File: src/core/bdi_pkg.sv
package bdi_pkg;

    // upper address field that selects a segment
    localparam int SEG_MSB = 31;
    localparam int SEG_LSB = 20;
    localparam int SEG_W = 12;
    // low address bits left for the addressed device
    localparam int DEV_W = 20;

    // standard map, upper twelve bits
    localparam logic [11:0] STD_DRAM_MASK = 12'h3FC;
    localparam logic [11:0] STD_DRAM_BASE = 12'h000;
    localparam logic [11:0] STD_PAR_BASE = 12'h006;
    localparam logic [11:0] STD_TIMER_BASE = 12'h1F8;
    localparam logic [11:0] STD_USER_BASE = 12'h1FA;
    localparam logic [11:0] STD_EPROM_BASE = 12'h1FC;
    localparam logic [11:0] STD_EPROM_MASK = 12'hFFE;
    localparam logic [11:0] STD_SERIAL_BASE = 12'h1FE;

    // emulation map, upper twelve bits
    // emulation dram ignores the top two address bits as well, so it aliases per quarter
    localparam logic [11:0] EMU_DRAM_MASK = 12'h3FC;
    localparam logic [11:0] EMU_DRAM_BASE = 12'h000;
    localparam logic [11:0] EMU_USER_BASE = 12'h004;
    localparam logic [11:0] EMU_USER_MASK = 12'hFFE;
    localparam logic [11:0] EMU_PAR_BASE = 12'h006;
    localparam logic [11:0] EMU_UNUSED_BASE = 12'h008;
    localparam logic [11:0] EMU_ENGINE_BASE = 12'h009;
    localparam logic [11:0] EMU_SERIAL_BASE = 12'h00A;
    localparam logic [11:0] EMU_EPROM_BASE = 12'h1FC;
    localparam logic [11:0] EMU_EPROM_MASK = 12'hFFE;

    // processor interrupt inputs and retimed sources
    localparam int IRQ_N = 6;
    localparam int SRC_N = 4;
    localparam int ROUTE_W = 3;
    localparam int ENDIAN_IRQ = 0;
    localparam logic ENDIAN_BIG = 1'b1;
    localparam logic ENDIAN_LITTLE = 1'b0;

    // default routes: counters to inputs 0 and 1, fifo full to 3, serial to 5
    localparam logic [2:0] ROUTE_DEF0 = 3'h0;
    localparam logic [2:0] ROUTE_DEF1 = 3'h1;
    localparam logic [2:0] ROUTE_DEF2 = 3'h3;
    localparam logic [2:0] ROUTE_DEF3 = 3'h5;

    localparam logic [5:0] IRQ_RESET = 6'h00;

endpackage

File: src/core/bdi_sync.sv
`timescale 1ns/1ps
module bdi_sync #(
    parameter int W = 1,
    parameter bit RST_EN = 1'b1
) (
    input wire logic clk, // system clock
    input wire logic rst, // synchronous reset, high
    input wire logic [W-1:0] din, // asynchronous level in
    output logic [W-1:0] dout // retimed level
);
    logic [W-1:0] s1_q;
    logic [W-1:0] s2_q;

    // the first stage feeds only the second stage
    always_ff @(posedge clk) begin
        if (rst && RST_EN) begin
            s1_q <= '0;
            s2_q <= '0;
        end else begin
            s1_q <= din;
            s2_q <= s1_q;
        end
    end

    assign dout = s2_q;
endmodule // bdi_sync

File: src/core/bdi_top.sv
// Summary of operation
// - strap high during reset means big-endian, low means little-endian
// - segment choice looks only at the twelve top address bits
// - maps give up to 4MB of DRAM and 2MB of EPROM
// - device-decoded low address bits pass through untouched
// - four sources are retimed and each routes to any interrupt input
// - default route: counters to inputs 0,1; fifo full 3; serial 5
// - outside emulation, both counter outputs reach the processor as synchronous interrupts
// - emulation: timer inputs carry serial timer, then video fifo empty
// - emulation: serial general-purpose output acts as the timer interrupt
`timescale 1ns/1ps
module bdi_top (
    input wire logic clk, // 40 MHz system clock
    input wire logic rst, // synchronous reset, high
    input wire logic [31:0] addr, // processor address, same clock
    input wire logic addr_valid, // address phase valid, same clock
    input wire logic byte_order_strap, // pin: 1 big, 0 little endian
    input wire logic emulation_mode, // pin: emulation map and sources
    input wire logic route_custom, // pin: use route jumpers, else defaults
    input wire logic [2:0] route_sel0, // pin: target input of source 0
    input wire logic [2:0] route_sel1, // pin: target input of source 1
    input wire logic [2:0] route_sel2, // pin: target input of source 2
    input wire logic [2:0] route_sel3, // pin: target input of source 3
    input wire logic counter_zero_output, // pin: counter 0 output
    input wire logic counter_one_output, // pin: counter 1 output
    input wire logic parallel_fifo_full_irq, // pin: parallel fifo full
    input wire logic serial_ctrl_irq, // pin: serial controller interrupt
    input wire logic serial_gp_output_timer, // pin: serial gp output timer
    input wire logic video_fifo_empty, // pin: video fifo empty
    output logic [5:0] irq_input, // processor interrupt inputs, high
    output logic dram_sel, // dram segment select
    output logic parallel_sel, // parallel port segment select
    output logic timer_sel, // counter/timer segment select
    output logic eprom_sel, // eprom segment select
    output logic serial_sel, // serial controller segment select
    output logic user_sel, // user segment select
    output logic [19:0] dev_addr // low address bits for the device
);
    logic [13:0] cfg_s;
    logic [5:0] raw_s;
    logic strap_s;
    logic custom_s;
    logic emu_s;
    logic [2:0] route_s [bdi_pkg::SRC_N];
    logic [2:0] route_use [bdi_pkg::SRC_N];
    logic [bdi_pkg::SRC_N-1:0] src_s;
    logic [11:0] seg;
    logic [5:0] irq_d;
    logic [5:0] irq_q;
    logic [5:0] sel_d;
    logic [5:0] sel_q;
    logic [19:0] dev_d;
    logic [19:0] dev_q;

    // jumper and mode pins are static, but still retimed so the decode never sees a glitch
    bdi_sync #(.W(14), .RST_EN(1'b1)) u_cfg_sync (
        .clk(clk),
        .rst(rst),
        .din({emulation_mode, route_custom, route_sel3, route_sel2, route_sel1, route_sel0}),
        .dout(cfg_s)
    );

    bdi_sync #(.W(6), .RST_EN(1'b1)) u_src_sync (
        .clk(clk),
        .rst(rst),
        .din({video_fifo_empty, serial_gp_output_timer, serial_ctrl_irq,
              parallel_fifo_full_irq, counter_one_output, counter_zero_output}),
        .dout(raw_s)
    );

    // the strap chain must keep running through reset, so it is never cleared
    bdi_sync #(.W(1), .RST_EN(1'b0)) u_strap_sync (
        .clk(clk),
        .rst(rst),
        .din(byte_order_strap),
        .dout(strap_s)
    );

    assign route_s[0] = cfg_s[2:0];
    assign route_s[1] = cfg_s[5:3];
    assign route_s[2] = cfg_s[8:6];
    assign route_s[3] = cfg_s[11:9];
    assign custom_s = cfg_s[12];
    assign emu_s = cfg_s[13];

    // source selection and routing
    always_comb begin
        src_s[0] = emu_s ? raw_s[4] : raw_s[0];
        src_s[1] = emu_s ? raw_s[5] : raw_s[1];
        src_s[2] = raw_s[2];
        src_s[3] = raw_s[3];
        route_use[0] = custom_s ? route_s[0] : bdi_pkg::ROUTE_DEF0;
        route_use[1] = custom_s ? route_s[1] : bdi_pkg::ROUTE_DEF1;
        route_use[2] = custom_s ? route_s[2] : bdi_pkg::ROUTE_DEF2;
        route_use[3] = custom_s ? route_s[3] : bdi_pkg::ROUTE_DEF3;
        irq_d = bdi_pkg::IRQ_RESET;
        // two sources on one input are ored; a route code of 6 or 7 drops the source
        for (int j = 0; j < bdi_pkg::SRC_N; j++) begin
            for (int k = 0; k < bdi_pkg::IRQ_N; k++) begin
                if (route_use[j] == 3'(k)) begin
                    irq_d[k] = irq_d[k] | src_s[j];
                end
            end
        end
        if (rst) begin
            irq_d = bdi_pkg::IRQ_RESET;
            irq_d[bdi_pkg::ENDIAN_IRQ] = strap_s;
        end
    end

    always_ff @(posedge clk) begin
        irq_q <= irq_d;
    end

    // address decode
    always_comb begin
        seg = addr[bdi_pkg::SEG_MSB:bdi_pkg::SEG_LSB];
        sel_d = 6'h00;
        dev_d = addr[bdi_pkg::DEV_W-1:0];
        if (emu_s) begin
            // timer segment is gone: the counter device is powered down here
            sel_d[0] = (seg & bdi_pkg::EMU_DRAM_MASK) == bdi_pkg::EMU_DRAM_BASE;
            sel_d[1] = seg == bdi_pkg::EMU_PAR_BASE;
            sel_d[3] = (seg & bdi_pkg::EMU_EPROM_MASK) == bdi_pkg::EMU_EPROM_BASE;
            sel_d[4] = seg == bdi_pkg::EMU_SERIAL_BASE;
            sel_d[5] = ((seg & bdi_pkg::EMU_USER_MASK) == bdi_pkg::EMU_USER_BASE)
                     || seg == bdi_pkg::EMU_UNUSED_BASE
                     || seg == bdi_pkg::EMU_ENGINE_BASE;
        end else begin
            // top two bits are ignored for dram, so it aliases in every quarter
            sel_d[0] = (seg & bdi_pkg::STD_DRAM_MASK) == bdi_pkg::STD_DRAM_BASE;
            sel_d[1] = seg == bdi_pkg::STD_PAR_BASE;
            sel_d[2] = seg == bdi_pkg::STD_TIMER_BASE;
            sel_d[3] = (seg & bdi_pkg::STD_EPROM_MASK) == bdi_pkg::STD_EPROM_BASE;
            sel_d[4] = seg == bdi_pkg::STD_SERIAL_BASE;
            sel_d[5] = seg == bdi_pkg::STD_USER_BASE;
        end
        if (!addr_valid || rst) begin
            sel_d = 6'h00;
        end
    end

    always_ff @(posedge clk) begin
        sel_q <= sel_d;
        dev_q <= dev_d;
    end

    assign irq_input = irq_q;
    assign dram_sel = sel_q[0];
    assign parallel_sel = sel_q[1];
    assign timer_sel = sel_q[2];
    assign eprom_sel = sel_q[3];
    assign serial_sel = sel_q[4];
    assign user_sel = sel_q[5];
    assign dev_addr = dev_q;
endmodule // bdi_top

File: config.mk
export PLATFORM = sky130hd
export DESIGN_NAME = bdi_top
export DESIGN_NICKNAME = d
export VERILOG_FILES = /design/src/core/bdi_pkg.sv /design/src/core/bdi_sync.sv /design/src/core/bdi_top.sv
export SDC_FILE = /design/constraint.sdc
export NUM_CORES = 1
export LEC_CHECK = 0
export BUFFER_PORTS_ARGS = -buffer_cell sky130_fd_sc_hd__buf_4
export CAP_MARGIN = 20
export CORE_MARGIN = 2
export CORE_UTILIZATION = 47
export DETAILED_ROUTE_END_ITERATION = 12
export GPL_TIMING_DRIVEN = 0
export PLACE_DENSITY = 0.77
export SLEW_MARGIN = 20
export SYNTH_ARGS = -nofsm -noshare
export SYNTH_HDL_FRONTEND = slang
export SYNTH_HIERARCHICAL = 1
export SYNTH_SLANG_ARGS = --single-unit
File: constraint.sdc
create_clock -name clk -period 1.95 [get_ports clk]
set_clock_uncertainty 0.1 [all_clocks]
set_input_delay 0.2925 -clock clk [delete_from_list [all_inputs] [get_ports clk]]
set_output_delay 0.2925 -clock clk [all_outputs]
set_load 0.01 [all_outputs]
* Word-level counts from Yosys, hierarchy flattened
Index checks and enable logic that the tools add are counted.
** Storage, ports and cells
- Flip-flop bits (word level) :: 74
- Bits in latches :: 0
- Bits in writable memories :: 0
- Memory bits (read-only) :: 0
- Input port bits :: 56
- Output and inout port bits :: 32
- Logic and storage cells :: 100
- Memories :: 0
** Operators by class
- Add/sub/neg operators :: 0
- Multipliers :: 0
- Div/mod/pow operators :: 0
- $lt $le $gt $ge :: 0
- Equal/unequal tests :: 29
- Shifts and indexed selects :: 0
- Mux-type cells :: 32
- Bitwise gates (word level) :: 18
- Reduce and logical (&&, ||, !) cells :: 10
** Operators by type and width (number)
- $eq A12 B4 Y1 const B :: 3
- $eq A12 B9 Y1 const B :: 3
- $mux W1 :: 27
- $eq A3 B2 Y1 const B :: 8
- $eq A3 B3 Y1 const B :: 8
- $or A1 B1 Y1 :: 18
- $mux W3 :: 5
- $eq A12 B3 Y1 const B :: 1
- $eq A3 B1 Y1 const B :: 4
- $logic_not A12 Y1 :: 1
- $logic_not A3 Y1 :: 4
- $eq A11 B2 Y1 const B :: 1
- $eq A11 B8 Y1 const B :: 1
- $logic_or A1 B1 Y1 :: 3
- $reduce_or A2 Y1 :: 1
- $logic_not A1 Y1 :: 1

* Logic depth before layout (Yosys ltp)
- Depth after elaboration :: 10
- Depth in mapped cells :: 5
- Depth with buffers taken out :: 4

* Hierarchy
The synthesis kept the hierarchy.
** Modules (own cells, without submodules)
- bdi_top :: times used 1, cells an instance 103, area an instance 1134.8 um^2, seq. area each 640.6 um^2
- bdi_sync at u_cfg_sync :: times used 1, cells an instance 58, area an instance 778.2 um^2, seq. area each 560.5 um^2
- bdi_sync at u_src_sync :: times used 1, cells an instance 25, area an instance 366.6 um^2, seq. area each 240.2 um^2
- bdi_sync at u_strap_sync :: times used 1, cells an instance 2, area an instance 40.0 um^2, seq. area each 40.0 um^2

* Worst setup path after synthesis
Ideal clock, no wire load.
- Kind :: reg-to-reg
- From :: register u_cfg_sync.s2_q[13] (netlist: u_cfg_sync/dout[13])
- To :: register irq_q[3] (netlist: irq_input[3])
- Library setup time :: 0.123 ns
- Data arrival time :: 1.135 ns
- Required time :: 1.727 ns
- Path slack :: 0.593 ns
- Stages on the path, launching flop included :: 5
- Buffers on the path :: 0
- Period minus slack after synthesis :: 1.357 ns
- Cells stage by stage :: dfxtp_1 > mux2_2 > and3_1 > a22oi_1 > a21oi_1
** On the way
- Cells in the longest elaborated chain, start to end :: 8
- Elaborated cells between the ends (all ways) :: 9
- Those cells by class :: mux (6); bitwise (3)
** Ends and longest elaborated chain
- start: declaration :: line bdi_sync.sv:12 : logic [W-1:0] s2_q;
- start signal: assignment :: line bdi_sync.sv:21 : s2_q <= s1_q;
- $mux W1 :: line bdi_top.sv:88 : src_s[0] = emu_s ? raw_s[4] : raw_s[0];
- $mux W1 :: line bdi_top.sv:100 : if (route_use[j] == 3'(k)) begin
- $or A1 B1 Y1 :: line bdi_top.sv:101 : irq_d[k] = irq_d[k] | src_s[j];
- $mux W1 * :: line bdi_top.sv:100
- $or A1 B1 Y1 :: line bdi_top.sv:101
- $mux W1 * :: line bdi_top.sv:100
- $or A1 B1 Y1 :: line bdi_top.sv:101
- $mux W1 * :: line bdi_top.sv:100
- end signal: assignment :: line bdi_top.sv:112 : irq_q <= irq_d;
- end: declaration :: line bdi_top.sv:49 : logic [5:0] irq_q;
Mark *: on every way between the ends. The rest lies on a longest branch, timed or not.
A chain may end at the register's enable or synchronous reset.

* Worst setup path in the final report
- From :: register u_cfg_sync.s2_q[13] (netlist: u_cfg_sync/dout[13])
- To :: register irq_q[2] (netlist: irq_input[2])
Same word-level chain as after synthesis.

==> flow_metrics.py <==
metrics = {
    "worst_setup_path": {
        "cp.required_ns": 2.07,
        "worst_setup_path_end_kind": "register",
        "cpPeakStageDelay_ns": 0.43,
        "crit_path_start_kind": "register",
        "cp.arrival_ns": 1.72,
        "path_max_fanout": 5,
        "cp_slowest_cell": "dfxtp_1",
        "worstPathCellList": "mux2i_1 -> and4bb_2 -> a22oi_1 -> a21oi_1",
        "critPathKind": "reg -> reg",
    },
    "finish": {
        "layout-drive-gt1-share": 0.429,
        "design_area_sq_mm": 0.00349,
        "nNetsFinal": 363,
        "instances_no_fill": 379,
        "area_growth_pct": 50.3,
        "fill_cells": 360,
        "diodes": 0,
    },
    "floorplan": {
        "num_rows": 25,
        "ios": 88,
        "die_h_microns": 74.3,
        "coreArea_sq_mm": 0.00475,
        "dieArea_sq_mm": 0.00551,
        "die_x_microns": 74.3,
        "start_util": 0.488,
    },
    "clock_tree": {
        "hold_buffers": 21,
        "h-tree-depth": 3,
        "clock_latency_ns": 0.34,
        "postCtsResizedCells": 0,
        "root_buffer": "clkbuf_8",
        "cts_max_path_buffers": 2,
        "clk_pin_slew_ns": 0.08,
        "cts_buffers": 9,
        "cts_tree": "done",
        "cts_setup_buffers": 0,
        "cts.sinks": 74,
    },
    "detailed_routing": {
        "ant_nets": 0,
        "routed_wl_mm": 4.69,
        "viasPerCell": 4.59,
        "drtIter0Drc": 83,
        "routedWlPerCell_microns": 12.4,
        "vias": 1740,
        "drc": 0,
        "firstDrtPassIters": 4,
    },
    "sta": {
        "hold_violations": 0,
        "slew_headroom": 0.727,
        "layout_min_cycle_time_ns": 1.60,
        "period_share": 0.819,
        "fin_tns_setup_ns": 0,
        "worstMarginPinSlew_ns": 0.397,
        "setup_viol": 0,
        "fmax_ghz": 0.626,
        "rsz0062_at_grt": "no",
        "slew_viol_final": 0,
    },
    "placement": {
        "place_area_sq_mm": 0.00306,
        "io_buffers": 87,
        "placed_cells": 342,
        "gp_congestion": 0.891,
        "dp_hpwl_mm": 3.09,
    },
    "logic_synthesis": {
        "yosys-top-cells-count": "74 x dfxtp_1, 24 x nor2b_1, 10 x and2b_2",
        "synth.area.top_cells": "dfxtp_1 64%, nor2b_1 6.5%, and2b_2 3.8%, nor2b_2 3.0%, a21oi_1 1.9%",
        "ys_async_sr_fraction": 0,
        "synthDistinctLibCells": 39,
        "synth-seq-cells": 74,
        "synth_nets": 244,
        "syn_area_per_cell_sq_um": 12.3,
        "synth_warnings": 6,
        "synth-edff-count": 0,
        "synth.top_cell.area_share": 0.639,
        "ys.flop_type": "dfxtp_1",
        "syn_inst": 188,
        "ys_seq_area_frac": 0.639,
        "synth_area_leader_cell": "dfxtp_1",
        "post-synth-top-count-cell": "dfxtp_1",
        "netlist_area_sq_mm": 0.00232,
    },
    "global_routing": {
        "gr-usage-met2": 0.312,
        "use_met1": 0.196,
        "use_met3": 0.0772,
        "grt_pass1_vias": 1670,
        "grt_first_pass_wirelength_mm": 7.29,
        "grt.overflow.total": 0,
        "grt_usage": 0.181,
        "top_usage_layer": "met2",
        "grt_max_degree": 22,
        "antenna_found_initial": 0,
    },
    "power_and_ir_drop": {
        "p_per_area_mw_per_mm2": 905,
        "p_leak_nw": 1.52,
        "ir_drop_mv": 0.694,
        "finalPower_w": 0.00316,
    },
    "outcome": {
        "outcome": "finished clean",
    },
    "run": {
        "drv_cap": 0,
    },
    "worst_hold_path": {
        "holdCritPathClass": "in -> reg",
    },
}
[kinds of logic (layout without fill, tap and decap cells)]
kind of cell,count (synthesis),in the layout,synth area share
xor+xnor,1,1,0.00378
simple gates,83,83,0.260
flops,74,74,0.639
compound gates,21,21,0.0647
buf+inv,6,130,0.0194
mux,3,3,0.0135
[cells in the final DEF (no fill, tap or decap), types with 5 or more instances in the layout]
cell type	Yosys	layout
dlygate4sd3_1	0	21
dfxtp_1	74	74
nand2_1	5	5
and2b_2	10	10
nor2b_2	8	8
buf_4	0	87
nor2_1	6	6
nor2b_1	24	24
a21oi_1	9	9
clkbuf_8	0	10
[final cells by class]
cell class	instances	area (sq um)	share of cell area
well taps	67	83.8	0.0240
plain buffers	4	37.5	0.0108
multi-input cells	108	793	0.227
repair buffers	108	863	0.248
clock inverters	4	75.1	0.0215
inverters	2	7.51	0.00215
flip-flops and latches	74	1480	0.425
clock buffers	12	145	0.0416
[critical path, delay by kind of cell, from the launching register on]
kind             cells  cell delay (ns)
AO/OA/AOI/OAI        2             0.23
flip-flops           1             0.43
multiplexers         1             0.42
AND/OR/NAND/NOR      1             0.30
[through the flow]
step	worst slack, ns	hold WS [ns]	utilization
2_1_floorplan	0.593	0.210	-
3_3_place_gp	0.352	0.213	0.643
3_5_place_dp	0.349	0.220	0.643
4_1_cts	0.337	0.0129	0.733
5_1_grt	0.208	0.0148	0.733
6_report	0.353	0.0206	0.733
[final timing paths]
kind / end / cells after the start / startpoint / slack (ns)
worst max-delay path: irq_input[2] / 4 / u_cfg_sync/dout[13] / 0.35
worst min-delay path: sel_q[4] / 2 / addr[20] / 0.02
worst max register to register: irq_input[2] / 4 / u_cfg_sync/dout[13] / 0.35
worst min register to register: u_strap_sync/dout / 0 / u_strap_sync/s1_q / 0.24
[routing by layer]
metal  vias to the layer above  share of wire
li1                        879              -
met5                         -              0
met1                       779           0.38
met4                         0          0.014
met3                         8          0.082
met2                        74           0.52
[power by group]
part	internal (W)	switching, W
clock	0.000756	0.000525
sequential	0.00158	0.0000254
combinational	0.000179	0.0000936
total	0.00251	0.000644
[sequential cells by signal, summed over array words and instances, names as in the netlist]
register	flops
dev_addr	20
sel_q	6
irq_input	6
u_strap_sync/dout	1
u_src_sync/dout	6
u_cfg_sync/dout	14
u_cfg_sync/s1_q	14
u_strap_sync/s1_q	1
u_src_sync/s1_q	6
Note: power is estimated with default switching activity, not from simulation.
